File: src/rtl/srwc_pkg.sv
package srwc_pkg;
    // Register indices on the plain register port.
    localparam logic [3:0] SRWC_OFS_SLEEP   = 4'h0;
    localparam logic [3:0] SRWC_OFS_PWRRED  = 4'h1;
    localparam logic [3:0] SRWC_OFS_RSTSTAT = 4'h2;
    localparam logic [3:0] SRWC_OFS_SWRST   = 4'h3;
    localparam logic [3:0] SRWC_OFS_PROTECT = 4'h4;
    localparam logic [3:0] SRWC_OFS_WDCTRL  = 4'h5;
    localparam logic [3:0] SRWC_OFS_WDWIN   = 4'h6;
    localparam logic [3:0] SRWC_OFS_BOOT    = 4'h7;
    localparam logic [3:0] SRWC_OFS_STATE   = 4'h8;
    // Key that opens the timed protection window, and its length in cycles.
    localparam logic [7:0] SRWC_PROT_KEY    = 8'hD8;
    localparam logic [2:0] SRWC_PROT_CYC    = 3'h4;
    // Field positions.
    localparam int SRWC_SLP_EN_BIT  = 0;
    localparam int SRWC_WD_EN_BIT   = 0;
    localparam int SRWC_WD_LOCK_BIT = 5;
    localparam int SRWC_WD_WIN_BIT  = 0;
    // Reset cause bits in the status register.
    localparam int SRWC_RC_POR  = 0;
    localparam int SRWC_RC_EXT  = 1;
    localparam int SRWC_RC_BRN  = 2;
    localparam int SRWC_RC_WD   = 3;
    localparam int SRWC_RC_SCAN = 4;
    localparam int SRWC_RC_DBG  = 5;
    localparam int SRWC_RC_SW   = 6;
    // Watchdog: shortest period in ms, longest selector (eleven periods, 8 ms to 8 s).
    localparam logic [13:0] SRWC_WD_MIN_MS  = 14'h0008;
    localparam logic [3:0]  SRWC_WD_SEL_MAX = 4'hA;
    // Reset vector: address 0, or the boot section start when relocated.
    localparam logic [15:0] SRWC_VEC_APP  = 16'h0000;
    localparam logic [15:0] SRWC_VEC_BOOT = 16'h8000;
    // Sleep mode codes.
    typedef enum logic [2:0] {
        SRWC_M_IDLE  = 3'b000,
        SRWC_M_PDOWN = 3'b010,
        SRWC_M_PSAVE = 3'b011,
        SRWC_M_STBY  = 3'b110,
        SRWC_M_ESTBY = 3'b111
    } srwc_mode_t;
    typedef enum logic [0:0] {
        SRWC_ACTIVE = 1'b0,
        SRWC_ASLEEP = 1'b1
    } srwc_phase_t;
    // Register port request.
    typedef struct packed {
        logic [3:0] addr;
        logic [7:0] wdata;
        logic       wr;
        logic       rd;
    } srwc_req_t;
    typedef struct packed {
        srwc_phase_t phase;
        logic [2:0]  mode;
        logic        slp_en;
        logic [7:0]  pwr_red;
        logic [6:0]  cause;
        logic [2:0]  prot;
        logic        wd_en;
        logic [3:0]  wd_per;
        logic        wd_win;
        logic [3:0]  wd_min;
        logic        wd_lock;
        logic [13:0] wd_cnt;
        logic        wd_rst;
        logic        sw_rst;
        logic        boot_rel;
        logic        bkp;
        logic [7:0]  rdata;
        logic [6:0]  sync1;
        logic [6:0]  sync2;
        logic        tick_d;
    } srwc_state_t;
    localparam srwc_state_t SRWC_RST_STATE = '0;
endpackage

File: src/rtl/srwc_top.sv
// Local design decisions: the register addresses and the strobed register port.
`timescale 1ns/1ps
// Summary of operation
// - Five sleep modes, wake on enabled source.
// - Idle stops CPU and NVM only.
// - Power-down stops oscillators, RTC; few wakeups.
// - Power-save keeps enabled RTC and its wakeup.
// - Standby keeps oscillators, stops RTC clock.
// - Extended standby keeps oscillators and RTC.
// - Per-peripheral clock stop freezes its state.
// - Reset restores registers, not SRAM.
// - Reset vector zero or boot start.
// - Asynchronous reset, pins float at once.
// - Reset cause readable after reset.
// - Reset held while reset pin low.
// - Watchdog expiry resets when enabled.
// - Brownout resets only when detector enabled.
// - Scan-chain bit and debug port reset.
// - Software reset needs timed protected write.
// - Eleven watchdog periods, 8 ms-8 s.
// - Refresh restarts count; timeout resets.
// - Window mode: early refresh resets too.
// - Watchdog writes protected; lock blocks changes.
// - Always-on fuse keeps watchdog running.
// - Backup domain on battery after brownout.
module srwc_top
    import srwc_pkg::*;
(
    // Clock and logic reset.
    input  wire logic        MCLK,
    input  wire logic        RST_N,
    // Register port.
    input  wire logic [3:0]  ADDR,
    input  wire logic [7:0]  WDATA,
    input  wire logic        WR,
    input  wire logic        RD,
    output logic      [7:0]  RDATA,
    // Reset sources, asynchronous to MCLK.
    input  wire logic        POWER_ON_RST,
    input  wire logic        EXT_RESET_N,
    input  wire logic        BROWNOUT_DET,
    input  wire logic        BROWNOUT_EN,
    input  wire logic        SCAN_RST_BIT,
    input  wire logic        PROG_DEBUG_RST,
    input  wire logic        WD_ALWAYS_ON_FUSE,
    input  wire logic        ULTRA_LP_TICK,
    // CPU side events, on MCLK.
    input  wire logic        SLEEP_INSTR,
    input  wire logic        WD_REFRESH_INSTR,
    input  wire logic        IRQ_ENABLED_ANY,
    input  wire logic        IRQ_TWI_MATCH,
    input  wire logic        IRQ_PORT_ASYNC,
    input  wire logic        IRQ_RTC,
    input  wire logic        RTC_ENABLED,
    // Reset and power outputs.
    output logic             RESET_OUT,
    output logic             PORT_HIZ,
    output logic      [15:0] RESET_VECTOR,
    output logic             BACKUP_ON_BAT,
    // Clock gates.
    output logic             CPU_CLK_EN,
    output logic             NVM_CLK_EN,
    output logic             SYS_OSC_EN,
    output logic             RTC_CLK_EN,
    output logic      [7:0]  PER_CLK_EN
);
    srwc_state_t q;
    srwc_state_t d;
    srwc_req_t   req;
    logic        fuse;
    logic        wd_on;
    logic        tick;
    logic        sys_rst;
    logic        wake;
    logic        prot_open;
    logic [13:0] per_ms;
    logic [13:0] min_ms;
    logic [14:0] lim;
    logic        per_on;
    logic [6:0]  src;

    // Period selector to milliseconds; selectors past the last one clamp to 8 s.
    function automatic logic [13:0] wd_ms(input logic [3:0] sel);
        logic [3:0] s;
        s = (sel > SRWC_WD_SEL_MAX) ? SRWC_WD_SEL_MAX : sel;
        return SRWC_WD_MIN_MS << s;
    endfunction

    assign req   = '{addr: ADDR, wdata: WDATA, wr: WR, rd: RD};
    assign fuse  = q.sync2[5];
    assign tick  = q.sync2[6] & ~q.tick_d;
    assign wd_on = q.wd_en | fuse;
    assign per_ms = wd_ms(q.wd_per);
    assign min_ms = wd_ms(q.wd_min);
    assign prot_open = (q.prot != 3'h0);
    // Synchronised sources: power-on, pin, brownout, scan, debug.
    assign src = {2'b00, q.sync2[4:0]};
    // The window limit is summed one bit wider: two 8 s periods overflow the count.
    assign lim = q.wd_win ? {1'b0, min_ms} + {1'b0, per_ms}
                          : {1'b0, per_ms};
    assign sys_rst = (|q.sync2[4:0]) | q.wd_rst | q.sw_rst;

    // Reset does not wait for MCLK: pin sources reach the output through gates only.
    always_comb begin
        RESET_OUT = POWER_ON_RST | ~EXT_RESET_N | (BROWNOUT_DET & BROWNOUT_EN)
                  | SCAN_RST_BIT | PROG_DEBUG_RST | q.wd_rst | q.sw_rst;
        PORT_HIZ  = RESET_OUT;
    end

    // Wake sources allowed by the current mode.
    always_comb begin
        wake = IRQ_TWI_MATCH | IRQ_PORT_ASYNC;
        case (q.mode)
            SRWC_M_IDLE:  wake = IRQ_ENABLED_ANY;
            SRWC_M_PSAVE,
            SRWC_M_ESTBY: wake = IRQ_TWI_MATCH | IRQ_PORT_ASYNC
                               | (IRQ_RTC & RTC_ENABLED);
            default:      wake = IRQ_TWI_MATCH | IRQ_PORT_ASYNC;
        endcase
    end

    // Clock gates per mode; a gated peripheral simply holds its state.
    always_comb begin
        CPU_CLK_EN = (q.phase == SRWC_ACTIVE);
        NVM_CLK_EN = (q.phase == SRWC_ACTIVE);
        SYS_OSC_EN = 1'b1;
        RTC_CLK_EN = RTC_ENABLED;
        per_on     = 1'b1;
        if (q.phase == SRWC_ASLEEP) begin
            case (q.mode)
                SRWC_M_IDLE: begin
                    per_on = 1'b1;
                end
                SRWC_M_PDOWN: begin
                    SYS_OSC_EN = 1'b0;
                    RTC_CLK_EN = 1'b0;
                    per_on     = 1'b0;
                end
                SRWC_M_PSAVE: begin
                    SYS_OSC_EN = 1'b0;
                    per_on     = 1'b0;
                end
                SRWC_M_STBY: begin
                    RTC_CLK_EN = 1'b0;
                    per_on     = 1'b0;
                end
                default: begin
                    per_on = 1'b0;
                end
            endcase
        end
        PER_CLK_EN = per_on ? ~q.pwr_red : 8'h00;
    end

    assign RESET_VECTOR  = q.boot_rel ? SRWC_VEC_BOOT : SRWC_VEC_APP;
    assign BACKUP_ON_BAT = q.bkp;
    assign RDATA         = q.rdata;

    always_comb begin
        d = q;
        d.sync1  = {ULTRA_LP_TICK, WD_ALWAYS_ON_FUSE, PROG_DEBUG_RST, SCAN_RST_BIT,
                    BROWNOUT_DET & BROWNOUT_EN, ~EXT_RESET_N, POWER_ON_RST};
        d.sync2  = q.sync1;
        d.tick_d = q.sync2[6];
        d.wd_rst = 1'b0;
        d.sw_rst = 1'b0;
        d.rdata  = 8'h00;
        d.prot   = prot_open ? q.prot - 3'h1 : 3'h0;
        // Backup domain leaves the battery only once both supplies are good.
        if (q.sync2[2]) begin
            d.bkp = 1'b1;
        end else if (!q.sync2[0]) begin
            d.bkp = 1'b0;
        end
        // Sleep entry and wake.
        case (q.phase)
            SRWC_ACTIVE: begin
                if (SLEEP_INSTR && q.slp_en && (q.mode == SRWC_M_IDLE
                        || q.mode == SRWC_M_PDOWN || q.mode == SRWC_M_PSAVE
                        || q.mode == SRWC_M_STBY || q.mode == SRWC_M_ESTBY)) begin
                    d.phase = SRWC_ASLEEP;
                end
            end
            SRWC_ASLEEP: begin
                if (wake) begin
                    d.phase = SRWC_ACTIVE;
                end
            end
            default: begin
                d.phase = SRWC_ACTIVE;
            end
        endcase
        // Watchdog counts in milliseconds from the low-power oscillator tick.
        if (wd_on) begin
            if (WD_REFRESH_INSTR) begin
                d.wd_cnt = 14'h0000;
                if (q.wd_win && q.wd_cnt < min_ms) begin
                    d.wd_rst = 1'b1;
                end
            end else if (tick) begin
                if ({1'b0, q.wd_cnt} + 15'h0001 >= lim) begin
                    d.wd_rst = 1'b1;
                    d.wd_cnt = 14'h0000;
                end else begin
                    d.wd_cnt = q.wd_cnt + 14'h0001;
                end
            end
        end else begin
            d.wd_cnt = 14'h0000;
        end
        // Register writes.
        if (req.wr) begin
            case (req.addr)
                SRWC_OFS_SLEEP: begin
                    d.slp_en = req.wdata[SRWC_SLP_EN_BIT];
                    d.mode   = req.wdata[3:1];
                end
                SRWC_OFS_PWRRED: begin
                    d.pwr_red = req.wdata;
                end
                SRWC_OFS_PROTECT: begin
                    if (req.wdata == SRWC_PROT_KEY) begin
                        d.prot = SRWC_PROT_CYC;
                    end
                end
                SRWC_OFS_SWRST: begin
                    d.sw_rst = prot_open & req.wdata[0];
                end
                SRWC_OFS_WDCTRL: begin
                    if (prot_open && !q.wd_lock) begin
                        d.wd_en   = req.wdata[SRWC_WD_EN_BIT] | fuse;
                        d.wd_per  = req.wdata[4:1];
                        d.wd_lock = req.wdata[SRWC_WD_LOCK_BIT];
                        d.wd_cnt  = 14'h0000;
                    end
                end
                SRWC_OFS_WDWIN: begin
                    if (prot_open && !q.wd_lock) begin
                        d.wd_win = req.wdata[SRWC_WD_WIN_BIT];
                        d.wd_min = req.wdata[4:1];
                    end
                end
                SRWC_OFS_BOOT: begin
                    d.boot_rel = req.wdata[0];
                end
                default: begin
                    d.rdata = 8'h00;
                end
            endcase
        end
        // Reads answer one cycle later; unmapped indices read zero.
        if (req.rd) begin
            case (req.addr)
                SRWC_OFS_SLEEP:   d.rdata = {4'h0, q.mode, q.slp_en};
                SRWC_OFS_PWRRED:  d.rdata = q.pwr_red;
                SRWC_OFS_RSTSTAT: d.rdata = {1'b0, q.cause};
                SRWC_OFS_WDCTRL:  d.rdata = {2'b00, q.wd_lock, q.wd_per, wd_on};
                SRWC_OFS_WDWIN:   d.rdata = {3'h0, q.wd_min, q.wd_win};
                SRWC_OFS_BOOT:    d.rdata = {7'h00, q.boot_rel};
                SRWC_OFS_STATE:   d.rdata = {4'h0, q.bkp, q.prot != 3'h0, fuse, q.phase};
                default:          d.rdata = 8'h00;
            endcase
        end
        // Cause flags clear by writing ones; a new cause in the same cycle wins.
        if (req.wr && req.addr == SRWC_OFS_RSTSTAT) begin
            d.cause = q.cause & ~req.wdata[6:0];
        end
        d.cause = d.cause | {q.sw_rst, src[4:3], q.wd_rst, src[2:0]};
        // System reset puts every control register back; flags and backup survive.
        if (sys_rst) begin
            d.phase    = SRWC_ACTIVE;
            d.mode     = 3'h0;
            d.slp_en   = 1'b0;
            d.pwr_red  = 8'h00;
            d.prot     = 3'h0;
            d.wd_en    = fuse;
            d.wd_per   = 4'h0;
            d.wd_win   = 1'b0;
            d.wd_min   = 4'h0;
            d.wd_lock  = 1'b0;
            d.wd_cnt   = 14'h0000;
            d.boot_rel = 1'b0;
        end
    end

    always_ff @(posedge MCLK) begin
        if (!RST_N) begin
            q <= SRWC_RST_STATE;
        end else begin
            q <= d;
        end
    end

    sleep_gate_a: assert property (@(posedge MCLK) disable iff (!RST_N)
        q.phase == SRWC_ASLEEP |-> !CPU_CLK_EN && !NVM_CLK_EN)
        else $error("CPU clock running in sleep");
    idle_wake_a: assert property (@(posedge MCLK) disable iff (!RST_N)
        q.phase == SRWC_ASLEEP && q.mode == SRWC_M_IDLE && IRQ_ENABLED_ANY && !sys_rst
        |=> q.phase == SRWC_ACTIVE)
        else $error("idle did not wake on interrupt");
    pdown_clocks_a: assert property (@(posedge MCLK) disable iff (!RST_N)
        q.phase == SRWC_ASLEEP && q.mode == SRWC_M_PDOWN |-> !SYS_OSC_EN && !RTC_CLK_EN
        && PER_CLK_EN == 8'h00)
        else $error("clocks running in power-down");
    pdown_stay_a: assert property (@(posedge MCLK) disable iff (!RST_N)
        q.phase == SRWC_ASLEEP && q.mode == SRWC_M_PDOWN && !IRQ_TWI_MATCH
        && !IRQ_PORT_ASYNC && !sys_rst |=> q.phase == SRWC_ASLEEP)
        else $error("power-down woke on disallowed source");
    psave_rtc_a: assert property (@(posedge MCLK) disable iff (!RST_N)
        q.phase == SRWC_ASLEEP && q.mode == SRWC_M_PSAVE |-> RTC_CLK_EN == RTC_ENABLED
        && !SYS_OSC_EN)
        else $error("power-save RTC gate wrong");
    stby_osc_a: assert property (@(posedge MCLK) disable iff (!RST_N)
        q.phase == SRWC_ASLEEP && q.mode == SRWC_M_STBY |-> SYS_OSC_EN && !RTC_CLK_EN)
        else $error("standby gating wrong");
    estby_osc_a: assert property (@(posedge MCLK) disable iff (!RST_N)
        q.phase == SRWC_ASLEEP && q.mode == SRWC_M_ESTBY |-> SYS_OSC_EN
        && RTC_CLK_EN == RTC_ENABLED)
        else $error("extended standby gating wrong");
    per_gate_a: assert property (@(posedge MCLK) disable iff (!RST_N)
        WR && ADDR == SRWC_OFS_PWRRED && q.phase == SRWC_ACTIVE && !sys_rst
        |=> q.phase != SRWC_ACTIVE || PER_CLK_EN == ~$past(WDATA))
        else $error("peripheral gate does not follow write");
    pin_reset_a: assert property (@(posedge MCLK) disable iff (!RST_N)
        !EXT_RESET_N |-> RESET_OUT && PORT_HIZ)
        else $error("reset pin low without reset");
    sw_guard_a: assert property (@(posedge MCLK) disable iff (!RST_N)
        WR && ADDR == SRWC_OFS_SWRST && q.prot == 3'h0 |=> !q.sw_rst)
        else $error("software reset without protection");
    wd_lock_a: assert property (@(posedge MCLK) disable iff (!RST_N)
        q.wd_lock && !sys_rst |=> $stable(q.wd_per) && $stable(q.wd_en))
        else $error("locked watchdog changed");
    wd_fuse_a: assert property (@(posedge MCLK) disable iff (!RST_N)
        fuse && WR && ADDR == SRWC_OFS_WDCTRL && prot_open && !q.wd_lock |=> q.wd_en)
        else $error("fuse watchdog off");
    bkp_switch_a: assert property (@(posedge MCLK) disable iff (!RST_N)
        q.sync2[2] |=> BACKUP_ON_BAT)
        else $error("backup not on battery after brownout");

    // Watchdog and software pulses last one cycle, so these checks look at that cycle.
    vector_sel_a: assert property (@(posedge MCLK) disable iff (!RST_N)
        WR && ADDR == SRWC_OFS_BOOT && !sys_rst
        |=> RESET_VECTOR == ($past(WDATA[0]) ? SRWC_VEC_BOOT : SRWC_VEC_APP))
        else $error("reset vector does not follow boot select");
    wd_reset_a: assert property (@(posedge MCLK) disable iff (!RST_N)
        q.wd_rst |-> RESET_OUT && PORT_HIZ)
        else $error("watchdog expiry without reset");
    cause_wd_a: assert property (@(posedge MCLK) disable iff (!RST_N)
        q.wd_rst |=> q.cause[SRWC_RC_WD])
        else $error("watchdog cause not recorded");
    cause_sw_a: assert property (@(posedge MCLK) disable iff (!RST_N)
        q.sw_rst |=> q.cause[SRWC_RC_SW])
        else $error("software cause not recorded");
    refresh_clear_a: assert property (@(posedge MCLK) disable iff (!RST_N)
        wd_on && WD_REFRESH_INSTR |=> q.wd_cnt == 14'h0000)
        else $error("refresh did not restart count");
    win_early_a: assert property (@(posedge MCLK) disable iff (!RST_N)
        wd_on && q.wd_win && WD_REFRESH_INSTR && q.wd_cnt < min_ms |=> q.wd_rst)
        else $error("early refresh in window mode without reset");
    sleep_entry_a: assert property (@(posedge MCLK) disable iff (!RST_N)
        q.phase == SRWC_ACTIVE && !SLEEP_INSTR |=> q.phase == SRWC_ACTIVE)
        else $error("sleep entered without sleep instruction");
    brn_gate_a: assert property (@(posedge MCLK) disable iff (!RST_N)
        q.sync2[2] |-> $past(BROWNOUT_EN, 2) && $past(BROWNOUT_DET, 2))
        else $error("brownout reset with detector off");
    bkp_return_a: assert property (@(posedge MCLK) disable iff (!RST_N)
        BACKUP_ON_BAT && !q.sync2[2] && !q.sync2[0] |=> !BACKUP_ON_BAT)
        else $error("backup stays on battery after supplies good");
    sleep_idle_c: cover property (@(posedge MCLK) disable iff (!RST_N)
        q.phase == SRWC_ASLEEP && q.mode == SRWC_M_IDLE ##1 q.phase == SRWC_ACTIVE);
    wd_expire_c: cover property (@(posedge MCLK) disable iff (!RST_N) q.wd_rst);
    sw_reset_c: cover property (@(posedge MCLK) disable iff (!RST_N) q.sw_rst);
    pdown_wake_c: cover property (@(posedge MCLK) disable iff (!RST_N)
        q.phase == SRWC_ASLEEP && q.mode == SRWC_M_PDOWN ##1 q.phase == SRWC_ACTIVE);
    win_reset_c: cover property (@(posedge MCLK) disable iff (!RST_N)
        q.wd_win && q.wd_rst);
endmodule

File: config.mk
export PLATFORM = sky130hd
export DESIGN_NAME = srwc_top
export DESIGN_NICKNAME = d
export VERILOG_FILES = /design/src/rtl/srwc_pkg.sv /design/src/rtl/srwc_top.sv
export SDC_FILE = /design/constraint.sdc
export NUM_CORES = 1
export LEC_CHECK = 0
export BUFFER_PORTS_ARGS = -buffer_cell sky130_fd_sc_hd__buf_2
export CORE_MARGIN = 8
export CORE_UTILIZATION = 62
export DETAILED_ROUTE_END_ITERATION = 6
export PLACE_DENSITY = 0.86
export SLEW_MARGIN = 20
export SYNTH_ARGS = -nofsm -noshare
export SYNTH_HDL_FRONTEND = slang
export SYNTH_SLANG_ARGS = --single-unit
export TNS_END_PERCENT = 20
File: constraint.sdc
create_clock -name MCLK -period 7.1 [get_ports MCLK]
set_input_delay 0.71 -clock MCLK [delete_from_list [all_inputs] [get_ports MCLK]]
set_output_delay 0.71 -clock MCLK [all_outputs]
set_load 0.02 [all_outputs]
[After elaboration in Yosys (flattened, before gate mapping)]
Cells that the tools add are included.
Storage, ports and cells
  register bits: 75
  output and inout port bits: 39
  logic and storage cells: 134
Cells by class
  add/sub/neg operators: 4
  magnitude comparators: 4
  equal/unequal tests: 14
  shifts and indexed selects: 2
  mux-type cells: 36
  bitwise logic cells: 24
  reduce and logical (&&, ||, !) cells: 30
Operator list (number)
  15-bit two-way mux: 5
  8-bit case mux with 7 select lines: 1
  14-bit two-way mux: 2
  28-bit two-way mux: 1
  4-bit by 4-bit left shift with 14-bit output, first input constant: 2
  25-bit two-way mux: 1
  5-bit two-way mux: 4
  4-bit by 3-bit == test with 1-bit output, second input constant: 4
  16-bit two-way mux: 1
  14-bit by 1-bit adder with 15-bit output, second input constant: 1
  14-bit by 14-bit adder with 15-bit output: 1
  15-bit >= comparator: 1
  14-bit by 1-bit adder with 14-bit output, second input constant: 1
  14-bit < comparator: 1
  1-bit two-way mux: 12
  1-bit bitwise OR: 12
  3-bit AND reduction: 4
  2-bit AND reduction: 5
  3-bit two-way mux: 3
  4-bit by 2-bit == test with 1-bit output, second input constant: 2
  8-bit == test, second input constant: 1
  4-bit greater-than comparator, second input constant: 2
  4-bit two-way mux: 2
  8-bit two-way mux: 1
  23 further kinds: 44

[Longest topological paths before layout]
Gate-level depths: netlist (run 1).
  depth in word-level cells: 14
  depth in mapped cells: 18

[Worst setup path before layout (run 1)]
No wires, ideal clock.
  kind: reg-to-reg
  start: reg q[50] (netlist name)
  end: reg q[31] (netlist name)
  library setup time: 0.132 ns
  arrival time: 3.607 ns
  required time: 6.968 ns
  path slack: 3.361 ns
  cell stages (with the launch flop): 17
  buffers on the path: 2
  cells stage by stage: dfxtp_1 > clkbuf_1 > nand2b_1 > nor2_1 > ha_1 > and3_1 > a2111oi_0 > a21oi_1 > xnor2_1 > a21oi_1 > ha_1 > nand2_1 > nor3_1 > a311oi_1 > a21oi_1 > clkbuf_1 > nor3_1
On the way
  cells in the longest elaborated chain, start to end: 13
Ends and longest elaborated chain
  start: declaration: line srwc_top.sv:67  | srwc_state_t q;
  start signal: assignment: line srwc_top.sv:288  | q <= SRWC_RST_STATE;
  start signal: assignment: line srwc_top.sv:290  | q <= d;
  4-bit greater-than comparator: line srwc_top.sv:85  | s = (sel > SRWC_WD_SEL_MAX) ? SRWC_WD_SEL_MAX : sel;
  4-bit two-way mux *: line srwc_top.sv:85
  4-bit by 4-bit left shift with 14-bit output *: line srwc_top.sv:86  | return SRWC_WD_MIN_MS << s;
  14-bit by 14-bit adder with 15-bit output: line srwc_top.sv:99  | assign lim = q.wd_win ? {1'b0, min_ms} + {1'b0, per_ms}
  15-bit two-way mux *: line srwc_top.sv:99
  15-bit >= comparator *: line srwc_top.sv:201  | if ({1'b0, q.wd_cnt} + 15'h0001 >= lim) begin
  14-bit two-way mux *: line srwc_top.sv:201
  15-bit two-way mux *: line srwc_top.sv:200  | end else if (tick) begin
  15-bit two-way mux *: line srwc_top.sv:195  | if (WD_REFRESH_INSTR) begin
  14-bit two-way mux *: line srwc_top.sv:194  | if (wd_on) begin
  15-bit two-way mux: line srwc_top.sv:230  | if (prot_open && !q.wd_lock) begin
  15-bit two-way mux: line srwc_top.sv:213  | case (req.addr)
  28-bit two-way mux *: line srwc_top.sv:212  | if (req.wr) begin
Mark *: on every way between the ends. The rest lies on a longest branch, timed or not. The select of a mux whose other input is x is not followed.
A chain may end at the register's enable or synchronous reset.

[Worst setup path in the final report (run 1)]
  start: reg q[47] (netlist name)
  end: reg q[37] (netlist name)
Same word-level chain as after synthesis.

==> summary.md, run 1 <==
| Metric | Value |
|---|---|
| Setup slack after layout | `2.50 ns` |
| Outcome | `finished clean` |
| Global route total overflow | `0` |
| Place WS | `2.62 ns` |
| Finished Core Util | `68.1%` |
| Final period util | `64.7%` |
| Syn Area/Cell | `7.90 µm²` |
| Setup violations, final | `0` |
| Crit Path Max Fanout | `12` |
| Worst Setup Start Kind | `flip-flop` |
| Final Max Tran Viols | `0` |
| Antenna-violating nets left | `0` |
| WL final | `12500 µm` |
| Seq/Total Area, Yosys | `31.2%` |
| Die Y | `104 µm` |
| Setup_tns | `0 ns` |
| Critical path required time | `7.30 ns` |
| Row count | `32` |
| Initial Util | `63.0%` |
| I/O pins | `70` |
| Fin crit period | `4.60 ns` |
| RSZ-0062 raised after global routing | `no` |
| H-tree depth | `3` |
| GRT Util Overall | `22.5%` |
| Nets | `705` |
| Max-cap violations | `0` |
| P per Cell Area | `171 nW/µm²` |
| Via count | `4452` |
| Slowest stage cell on the critical path | `a21oi_1` |
| Layout cells sized above 1 | `12.5%` |
| Ys Warns | `0` |
| Most frequent cells in the layout | `dfxtp_1 (75), nand2_1 (64), nor2_1 (55)` |
| WP buf/inv | `1` |
| DR WL/cell | `16.8 µm` |
| Area after DPL | `4970 µm²` |
| Crit path max-delay family | `compound AO/OA/AOI/OAI gates` |
| Vias in the first global route | `4201` |
| Worst Tran Pin Value | `0.901 ns` |
| Detailed-router iteration count before antenna repair | `6` |
| Hold WC Path Type | `flip-flop to flip-flop` |
| Post-synth EDFFs | `0` |
| LEAKAGE | `0.00218 µW` |
| Worst path most repeated cell | `nor3_1` |
| Clk buf depth | `2` |
| Final Cell Area | `5210 µm²` |
| Syn Std Cell Area | `4820 µm²` |
| 1st-iter DRT viols | `491` |
| Core area | `7650 µm²` |
| Worst slew margin | `39.8%` |
| Maximum VDD drop | `0.173 mV` |
| Antenna diodes | `0` |
| Largest cells by area after synthesis | `dfxtp_1 (31%), ha_1 (9.6%), nand2_1 (5.0%), a21oi_1 (4.9%), nor2_1 (4.3%)` |
| Clk sinks | `75` |
| CP arrival | `4.79 ns` |
| Post-synth top area cell | `dfxtp_1` |
| Kind of critical path | `flip-flop to flip-flop` |
| Residual DRC | `0` |
| CTS tree | `yes` |
| Layout area overhead | `8.18%` |
| Post-DP HPWL | `9350 µm` |
| Fmax | `218 MHz` |
| Worst path cell trace | `nand2b_1 > nor3_1 > inv_1 > fa_1 > nor2b_1 > o2111ai_1 > a311oi_1 > or3_1 > a31oi_1 > ha_1 > nand3_1 > nor3_1 > a311oi_1 > a21oi_1 > nor3_1` |
| Tot Pwr | `891 µW` |
| Slowest stage delay, CP | `0.71 ns` |
| Largest net degree at the start of global routing | `29` |
| RePlAce Congestion | `0.927` |
| Top cell type's share of synthesized area | `31.2%` |
| Skew-Pair Late Insertion Delay | `0.37 ns` |
| Post-synth cell types | `57` |
| Die area | `10800 µm²` |
| Clock root buffer master | `clkbuf_8` |
| Post-CTS Setup Bufs | `0` |
| Antenna violations before repair | `0` |
| Via/cell ratio | `5.99` |
| Resized cells post-CTS | `0` |
| Fin. Hold Viols | `0` |
| Flops & latches, synth | `75` |
| Global-route wire length before repair | `20100 µm` |
| Clock buffers created by TritonCTS | `9` |
| Setup crit end kind | `flip-flop` |
| Die X | `104 µm` |
| CTS Hold Bufs | `0` |
| Clk pin slew, worst setup/hold paths | `0.08 ns` |
| # port buffers | `54` |
| Commonest non-fill, non-tap cell in the layout | `dfxtp_1` |
| Top FF cell, synth | `dfxtp_1` |
| Clock Skew | `0.0160 ns` |
| Ys async rst share | `0%` |
| Syn Inst Count | `610` |
registers in the layout, indices dropped and copies added (netlist names):
register       count
fuse               1
RDATA              8
d                  8
BACKUP_ON_BAT      1
q                 57
worst register-to-register path, cell delays in order, from the launching register on:
cell and delay [ns]:
dfxtp_1 0.53, nand2b_1 0.23, nor3_1 0.30, inv_1 0.13, fa_1 0.47, nor2b_1 0.17, o2111ai_1 0.19, a311oi_1 0.38
or3_1 0.16, a31oi_1 0.08, ha_1 0.35, nand3_1 0.10, nor3_1 0.27, a311oi_1 0.18, a21oi_1 0.71, nor3_1 0.16
path summary, 6_finish.rpt:
path,to,depth (start not counted),startpoint,slack (ns)
worst min-delay path,q[1]$_SDFF_PN0_,1,d[1]$_SDFF_PN0_,0.43
worst max-delay path,q[37]$_SDFF_PP0_,15,q[47]$_SDFFE_PP0P_,2.50
worst min register to register,q[1]$_SDFF_PN0_,1,d[1]$_SDFF_PN0_,0.43
worst max register to register,q[37]$_SDFF_PP0_,15,q[47]$_SDFFE_PP0P_,2.50
power breakdown:
group          internal, µW  switching [µW]
clock                   234             166
sequential              427            4.54
combinational          18.1            40.9
total                   679             212
routing by layer:
layer | global-route usage (%) | wire length (µm)
met1 | 27.8 | 5420
met2 | 35.8 | 5750
met3 | 6.75 | 969
met4 | 9.10 | 326
met5 | 0 | 0
logic make-up (layout without fill, tap and decap cells):
| group | Yosys count | after routing | share of synthesized area [%] |
|---|---|---|---|
| DFF | 75 | 75 | 31.2 |
| AOI/OAI and AO/OA | 102 | 102 | 13.0 |
| adders and majority gates | 38 | 38 | 10.0 |
| and+or+nand+nor | 271 | 271 | 28.6 |
| buffers and inverters | 75 | 92 | 7.92 |
| other | 1 | 15 | 0.0778 |
| muxes | 19 | 19 | 3.97 |
| xor gates and xnor gates | 29 | 29 | 5.27 |
metrics by stage:
step	instances	hold slack, ns
6_report	743	0.429
5_1_grt	743	0.454
4_1_cts	743	0.438
3_5_place_dp	727	0.422
3_3_place_gp	727	0.414
2_1_floorplan	624	0.412
cells in the mapped netlist (all sizes together), types with 2 or more instances:
cell type	count
dfxtp	75
a31oi	6
ha	37
xnor2	21
nor2b	23
nor4b	4
clkbuf	24
o2111ai	3
nand3	29
o21ai	15
or3	5
a2111oi	2
nand3b	3
a221oi	4
nand4	6
o21a	4
nor2	55
xor2	8
nor3	36
mux2i	18
buf	30
nand2b	5
a21oi	47
a22oi	2
nor4	8
inv	21
nand2	64
or2	5
a21o	2
a311oi	4
a211oi	3
and3	8
and2	15
cell type report:
| class | instances | area (µm²) |
|---|---|---|
| Fill cell | 624 | 2440 |
| Sequential cell | 75 | 1500 |
| Timing Repair Buffer | 55 | 278 |
| Clock inverter | 6 | 111 |
| Multi-Input combinational cell | 474 | 2990 |
| Inverter | 21 | 78.8 |
| Tap cell | 102 | 128 |
| Clock buffer | 10 | 128 |
Note: power is estimated with default switching activity, not from simulation.
==> inputs of run 2 (changes only) <==
--- a/config.mk
+++ b/config.mk
@@ -5,11 +5,12 @@
 export SDC_FILE = /design/constraint.sdc
 export NUM_CORES = 1
 export LEC_CHECK = 0
+export ABC_AREA = 1
 export BUFFER_PORTS_ARGS = -buffer_cell sky130_fd_sc_hd__buf_2
 export CORE_MARGIN = 8
-export CORE_UTILIZATION = 62
+export CORE_UTILIZATION = 59
 export DETAILED_ROUTE_END_ITERATION = 6
-export PLACE_DENSITY = 0.86
+export PLACE_DENSITY = 0.82
 export SLEW_MARGIN = 20
 export SYNTH_ARGS = -nofsm -noshare
 export SYNTH_HDL_FRONTEND = slang
==> constraint.sdc (replaced) <==
create_clock -name MCLK -period 4.4 [get_ports MCLK]
set_input_delay 0.44 -clock MCLK [delete_from_list [all_inputs] [get_ports MCLK]]
set_output_delay 0.44 -clock MCLK [all_outputs]
set_load 0.02 [all_outputs]
==> run 2 against run 1 <==
  * Combinational power up 83%
  * Die area up 9.9%
  * Sequential share of layout area decreased by 1.5 points
  * Via count up 13%
  * Clock power up 36%
  * Final area up 5.6%
==> summary.md, run 2 <==
| Metric | Value |
|---|---|
| Outcome | `finished clean` |
| Crit Path Max Fanout | `8` |
| Switching power | `349 µW` |
| Skew-Pair Late Insertion Delay | `0.36 ns` |
| Combinational cell fraction of total power | `8.0%` |
| Most common cell in the synthesized netlist | `nand2_1` |
| Clock Skew | `0.0119 ns` |
| Max-cap violations | `0` |
| 1st-iter DRT viols | `387` |
| Setup crit end kind | `flip-flop` |
| I/O pins | `70` |
| H-tree depth | `3` |
| Post-synth cell types | `44` |
| Commonest cells in the netlist | `nand2_1 (165), inv_1 (136), dfxtp_1 (75), a21oi_1 (73), nor2_1 (68)` |
| Syn Inst Count | `778` |
| Syn Std Cell Area | `5120 µm²` |
| CTS Hold Bufs | `0` |
| Ys Warns | `0` |
| Ys async rst share | `0%` |
| Most frequent cells in the layout | `nand2_1 (165), inv_1 (136), dfxtp_1 (75)` |
| Clk buf depth | `2` |
| Area after DPL | `5300 µm²` |
| Largest cells by area after synthesis | `dfxtp_1 (29%), nand2_1 (12%), inv_1 (10%), ha_1 (9.0%), a21oi_1 (7.1%)` |
| Largest net degree at the start of global routing | `22` |
| Fill cells | `779` |
| Final Cell Area | `5500 µm²` |
| Internal Pwr Total | `999 µW` |
| Fin. Hold Viols | `0` |
| Worst slew margin | `57.2%` |
| Top cell type's share of synthesized area | `29.3%` |
| Clock Power Share | `40.4%` |
| Post-CTS Setup Bufs | `0` |
| Core area | `8550 µm²` |
| Net Sw Frac | `25.9%` |
| Seq/Total Area, Yosys | `29.3%` |
| LEAKAGE | `0.00264 µW` |
| Post-DP HPWL | `10800 µm` |
| Commonest non-fill, non-tap cell in the layout | `nand2_1` |
| RePlAce Congestion | `0.976` |
| Multi-input combinational cell area | `2830 µm²` |
| Residual DRC | `0` |
| Flip-flop and latch area | `1500 µm²` |
| Fin crit period | `3.64 ns` |
| Critical path required time | `4.64 ns` |
| Worst Tran Pin Value | `0.642 ns` |
| Antenna violations before repair | `0` |
| Detailed-router iteration count before antenna repair | `5` |
| Fmax | `275 MHz` |
| Post-synth EDFFs | `0` |
| CP arrival | `3.88 ns` |
| Row count | `34` |
| Syn Area/Cell | `6.59 µm²` |
| Largest reg by FF count | `q` |
| Hold WC Path Type | `input port to flip-flop` |
| Initial Util | `59.9%` |
| Maximum VDD drop | `0.207 mV` |
| Die Y | `109 µm` |
| Global route total overflow | `0` |
| Antenna-violating nets left | `0` |
| Via/cell ratio | `5.41` |
| Die area | `11900 µm²` |
| Layout area overhead | `7.40%` |
| Setup_tns | `0 ns` |
| Worst Setup Start Kind | `flip-flop` |
| Place WS | `0.824 ns` |
| WL final | `13600 µm` |
| Clk sinks | `75` |
| Max FFs per register | `57` |
| Post-synth top area cell | `dfxtp_1` |
| CTS tree | `yes` |
| # port buffers | `54` |
| Vias in the first global route | `4805` |
| Resized cells post-CTS | `0` |
| RSZ-0062 raised after global routing | `no` |
| Antenna diodes | `0` |
| Die X | `109 µm` |
| Nets | `887` |
| Layout cells sized above 1 | `13.6%` |
| Setup violations, final | `0` |
| Clk pin slew, worst setup/hold paths | `0.08 ns` |
| Via count | `5035` |
| Sequential Power Share | `51.6%` |
| Top FF cell, synth | `dfxtp_1` |
| Setup slack after layout | `0.764 ns` |
| Kind of critical path | `flip-flop to flip-flop` |
| Clock buffers created by TritonCTS | `9` |
| P per Cell Area | `245 nW/µm²` |
| GRT Util Overall | `23.1%` |
| DR WL/cell | `14.6 µm` |
| Global-route wire length before repair | `22000 µm` |
| Flops & latches, synth | `75` |
| Final period util | `82.6%` |
| Clock root buffer master | `clkbuf_8` |
| Final Max Tran Viols | `0` |
==> run 2: worst paths after layout <==
path	slack, ns	to	from	cells after the start
max reg2reg	0.76	q[37]$_SDFF_PP0_	q[45]$_SDFFE_PP0P_	23
min reg2reg	0.41	fuse$_SDFF_PN0_	d[6]$_SDFF_PN0_	2
min	0.24	d[2]$_SDFF_PN0_	EXT_RESET_N	2
max	0.76	q[37]$_SDFF_PP0_	q[45]$_SDFFE_PP0P_	23
==> run 2: kinds of logic after synthesis <==
logic type      share of synthesized area, %
fa+ha+maj                               9.43
simple gates                            28.7
other cells                           0.0732
flops                                   29.3
xor+xnor                                1.66
compound gates                          14.4
buf+inv                                 16.4
==> run 2: power groups by stage <==
| stage | registers (µW) | logic (µW) | clock network, µW |
|---|---|---|---|
| 2_1_floorplan | 709 | 83.4 | 0 |
| 3_3_place_gp | 710 | 102 | 0 |
| 3_5_place_dp | 711 | 105 | 0 |
| 4_1_cts | 695 | 106 | 545 |
| 5_1_grt | 696 | 120 | 575 |
| 6_report | 695 | 108 | 544 |
==> run 2: worst max-delay path: stages, from the launching register on <==
cell	delay, ns
dfxtp_1	0.37
a21oi_1	0.21
nand2_1	0.12
nor3_1	0.23
ha_1	0.26
inv_1	0.09
fa_1	0.39
inv_1	0.13
nand3_1	0.08
nand2_1	0.10
nand2_1	0.08
nand2_1	0.07
nand2_1	0.04
nand3_1	0.05
o21ai_0	0.10
ha_1	0.31
nand2_1	0.05
nor2_1	0.12
and2_1	0.14
nand2_1	0.07
nand3_1	0.11
nand2_1	0.15
nand2_4	0.17
nor2_1	0.07
==> run 2: final cells by class <==
cell class | count | share of cell area (%)
Inverter | 149 | 10.2
Clock inverter | 5 | 1.11
Tap cell | 108 | 2.46
Sequential cell | 75 | 27.3
Multi-Input combinational cell | 529 | 51.5
Clock buffer | 11 | 2.57
Timing Repair Buffer | 54 | 4.91
==> run 2: per-stage QoR <==
step                hold slack (ns)  power (µW)  instances  util (%)
floorplan                     0.390         793        792         -
global placement              0.392         813        915      62.0
detailed placement            0.396         816        915      62.0
CTS                           0.237        1350        931      64.4
global route                  0.264        1390        931      64.4
finish                        0.245        1350        931      64.4
==> run 2: metal layers <==
| layer | global-route usage [%] | part of all wire [%] |
|---|---|---|
| met1 | 28.1 | 40 |
| met2 | 39.8 | 49 |
| met3 | 3.66 | 7.4 |
| met4 | 9.45 | 3.0 |
| met5 | 0 | 0 |
==> inputs of run 3 (changes only) <==
--- a/config.mk
+++ b/config.mk
@@ -5,12 +5,12 @@
 export SDC_FILE = /design/constraint.sdc
 export NUM_CORES = 1
 export LEC_CHECK = 0
-export ABC_AREA = 1
+export ABC_AREA = 0
 export BUFFER_PORTS_ARGS = -buffer_cell sky130_fd_sc_hd__buf_2
 export CORE_MARGIN = 8
-export CORE_UTILIZATION = 59
+export CORE_UTILIZATION = 52
 export DETAILED_ROUTE_END_ITERATION = 6
-export PLACE_DENSITY = 0.82
+export PLACE_DENSITY = 0.77
 export SLEW_MARGIN = 20
 export SYNTH_ARGS = -nofsm -noshare
 export SYNTH_HDL_FRONTEND = slang
==> constraint.sdc (replaced) <==
create_clock -name MCLK -period 3.2 [get_ports MCLK]
set_input_delay 0.32 -clock MCLK [delete_from_list [all_inputs] [get_ports MCLK]]
set_output_delay 0.32 -clock MCLK [all_outputs]
set_load 0.02 [all_outputs]
==> run 3 against run 2 <==
  * Critical path depth fell by 7
  * The flow now finishes with violations (setup timing)
  * Register-to-register slack worse by 1.3 ns
  * Die area increased by 5.7%
  * Wire length down 3.5%
  * Combinational power is 21% higher
  * Power grew 34%
  * Clock power rose by 33%
  * Critical endpoint is now q[39]$_SDFF_PP0_
  * Sequential share of layout area down 1.5 points
  * First-iteration DRC count grew 38%
  * Highest routed layer unchanged
  * Final area rose by 6.7%
==> summary.md, run 3 (same netlist as run 1, synthesis figures left out) <==
| Metric | Value |
|---|---|
| Outcome | `finished, violations left` |
| Failing checks | `setup timing` |
| Setup slack after layout | `-0.569 ns` |
| Antenna-violating nets left | `0` |
| Antenna diodes | `0` |
| # port buffers | `54` |
| CP arrival | `4.03 ns` |
| Fmax | `265 MHz` |
| Detailed-router iteration count before antenna repair | `5` |
| Max-cap violations | `0` |
| LEAKAGE | `0.00252 µW` |
| Setup violations, final | `15` |
| RePlAce Congestion | `0.924` |
| CP Capture Point | `q[39]$_SDFF_PP0_` |
| Layout area overhead | `21.9%` |
| I/O pins | `70` |
| Crit Path Max Fanout | `6` |
| Maximum VDD drop | `0.252 mV` |
| Sequential Power Share | `52.6%` |
| DR WL/cell | `16.0 µm` |
| Global route total overflow | `0` |
| Clock root buffer master | `clkbuf_8` |
| Critical path required time | `3.46 ns` |
| Final Max Tran Viols | `0` |
| CP startpoint | `q[49]$_SDFFE_PP0P_` |
| Fin crit period | `3.77 ns` |
| Worst Setup Start Kind | `flip-flop` |
| Crit Reg-Reg Startpoint | `q[49]$_SDFFE_PP0P_` |
| P per Cell Area | `308 nW/µm²` |
| Net Sw Frac | `25.8%` |
| Kind of critical path | `flip-flop to flip-flop` |
| Final period util | `118%` |
| Clock Skew | `0.0214 ns` |
| GRT Util Overall | `20.4%` |
| CTS Hold Bufs | `0` |
| Post-DP HPWL | `9850 µm` |
| Switching power | `466 µW` |
| Clk pin slew, worst setup/hold paths | `0.08 ns` |
| Clk sinks | `75` |
| Largest reg by FF count | `q` |
| Core area | `9110 µm²` |
| Die area | `12600 µm²` |
| Via count | `4659` |
| Clock Power Share | `40.1%` |
| Hold WC Path Type | `input port to flip-flop` |
| Die X | `112 µm` |
| Clk buf depth | `2` |
| Largest net degree at the start of global routing | `29` |
| Row count | `35` |
| Vias in the first global route | `4515` |
| CTS tree | `yes` |
| Area after DPL | `5510 µm²` |
| Combinational cell fraction of total power | `7.3%` |
| Commonest non-fill, non-tap cell in the layout | `dfxtp_1` |
| WL final | `13100 µm` |
| Setup crit end kind | `flip-flop` |
| Internal Pwr Total | `1340 µW` |
| Setup_tns | `-7.55 ns` |
| Via/cell ratio | `5.70` |
| Skew-Pair Late Insertion Delay | `0.36 ns` |
| Global-route wire length before repair | `21500 µm` |
| Worst Hold Depth | `2` |
| Worst Tran Pin Value | `0.916 ns` |
| H-tree depth | `3` |
| Reg2Reg Depth | `16` |
| Most frequent cells in the layout | `dfxtp_1 (69), buf_4 (64), nand2_1 (62)` |
| Fin. Hold Viols | `0` |
| Residual DRC | `0` |
| Antenna violations before repair | `0` |
| Die Y | `112 µm` |
| Finished Core Util | `64.5%` |
| Final Cell Area | `5870 µm²` |
| 1st-iter DRT viols | `533` |
| Clock buffers created by TritonCTS | `9` |
| Max FFs per register | `57` |
| Reg-to-reg setup timing slack | `-0.57 ns` |
| Nets | `771` |
| Worst slew margin | `38.9%` |
| Layout cells sized above 1 | `25.9%` |
| RSZ-0062 raised after global routing | `yes` |
| Initial Util | `52.9%` |
| Reg2Reg Capture Point | `q[39]$_SDFF_PP0_` |
## run 3: changes by cell type in the layout (fill, tap and decap cells not counted), sizes merged, moves of 18 or more
| cell | delta |
|---|---|
| xnor2 | +20 |
| nor3 | +25 |
| nand2 | -111 |
| o21ai | -37 |
| mux2i | +18 |
| inv | -128 |
| nor2b | +23 |
| buf | +66 |
| a21oi | -28 |
| nor2 | -23 |
## run 3: per-layer routing
layer	vias to the layer above	wire length [µm]	track usage [%]
li1	2284	-	-
met1	2172	5840	26.0
met2	182	6160	33.1
met3	21	921	4.94
met4	0	184	6.65
met5	-	0	0
## run 3: how the worst min path moves through the flow
stage	from	endpoint	slack, ns
2_1_floorplan	EXT_RESET_N	d[2]$_SDFF_PN0_	0.39
3_3_place_gp	d[7]$_SDFF_PN0_	d[0]$_SDFF_PN0_	0.41
3_5_place_dp	d[5]$_SDFF_PN0_	q[5]$_SDFF_PN0_	0.42
4_1_cts	EXT_RESET_N	d[2]$_SDFF_PN0_	0.13
5_1_grt	EXT_RESET_N	d[2]$_SDFF_PN0_	0.13
6_report	EXT_RESET_N	d[2]$_SDFF_PN0_	0.14
## run 3: power groups by stage
stage / registers (µW) / clock network [µW] / logic [µW]
after CTS: 953 / 731 / 129
after floorplan: 974 / 0 / 98.6
final: 953 / 726 / 131
after global routing: 954 / 772 / 143
after global placement: 977 / 0 / 126
after detailed placement: 977 / 0 / 128
## run 3: final cells by class
class | count | area (µm²)
clock buffer | 9 | 124
clock inverter | 6 | 66.3
fill | 782 | 3240
inverter | 21 | 78.8
multi-input combinational | 475 | 3180
sequential | 75 | 1520
tap | 111 | 139
timing repair buffer | 120 | 773
## run 3: critical path: stages (launching register included)
cell	delay (ns)
dfxtp_2	0.37
nand2b_1	0.18
nor3_2	0.19
ha_1	0.29
buf_4	0.15
nor2b_2	0.15
o2111ai_2	0.25
a311oi_2	0.17
or3_1	0.39
a31oi_1	0.23
ha_1	0.29
a21oi_1	0.16
nor2b_1	0.08
a311oi_2	0.26
buf_4	0.20
a21oi_4	0.09
nor3_1	0.23
## run 3: what timing repair did
action	4_1_cts	5_1_grt
endpoints found under the setup margin	15	15
gates cloned	1	0
resized for setup	25	6
setup buffers	5	1
pin swaps	12	5
## run 3: metrics by stage
stage                     setup WS [ns]  instances  hold WS, ns  total power (µW)
after floorplan                  -0.201        624        0.392              1070
after global placement           -0.553        796        0.413              1100
after detailed placement         -0.751        796        0.421              1110
after CTS                        -0.475        816        0.129              1810
after global routing             -0.746        817        0.133              1870
final                            -0.569        817        0.135              1810
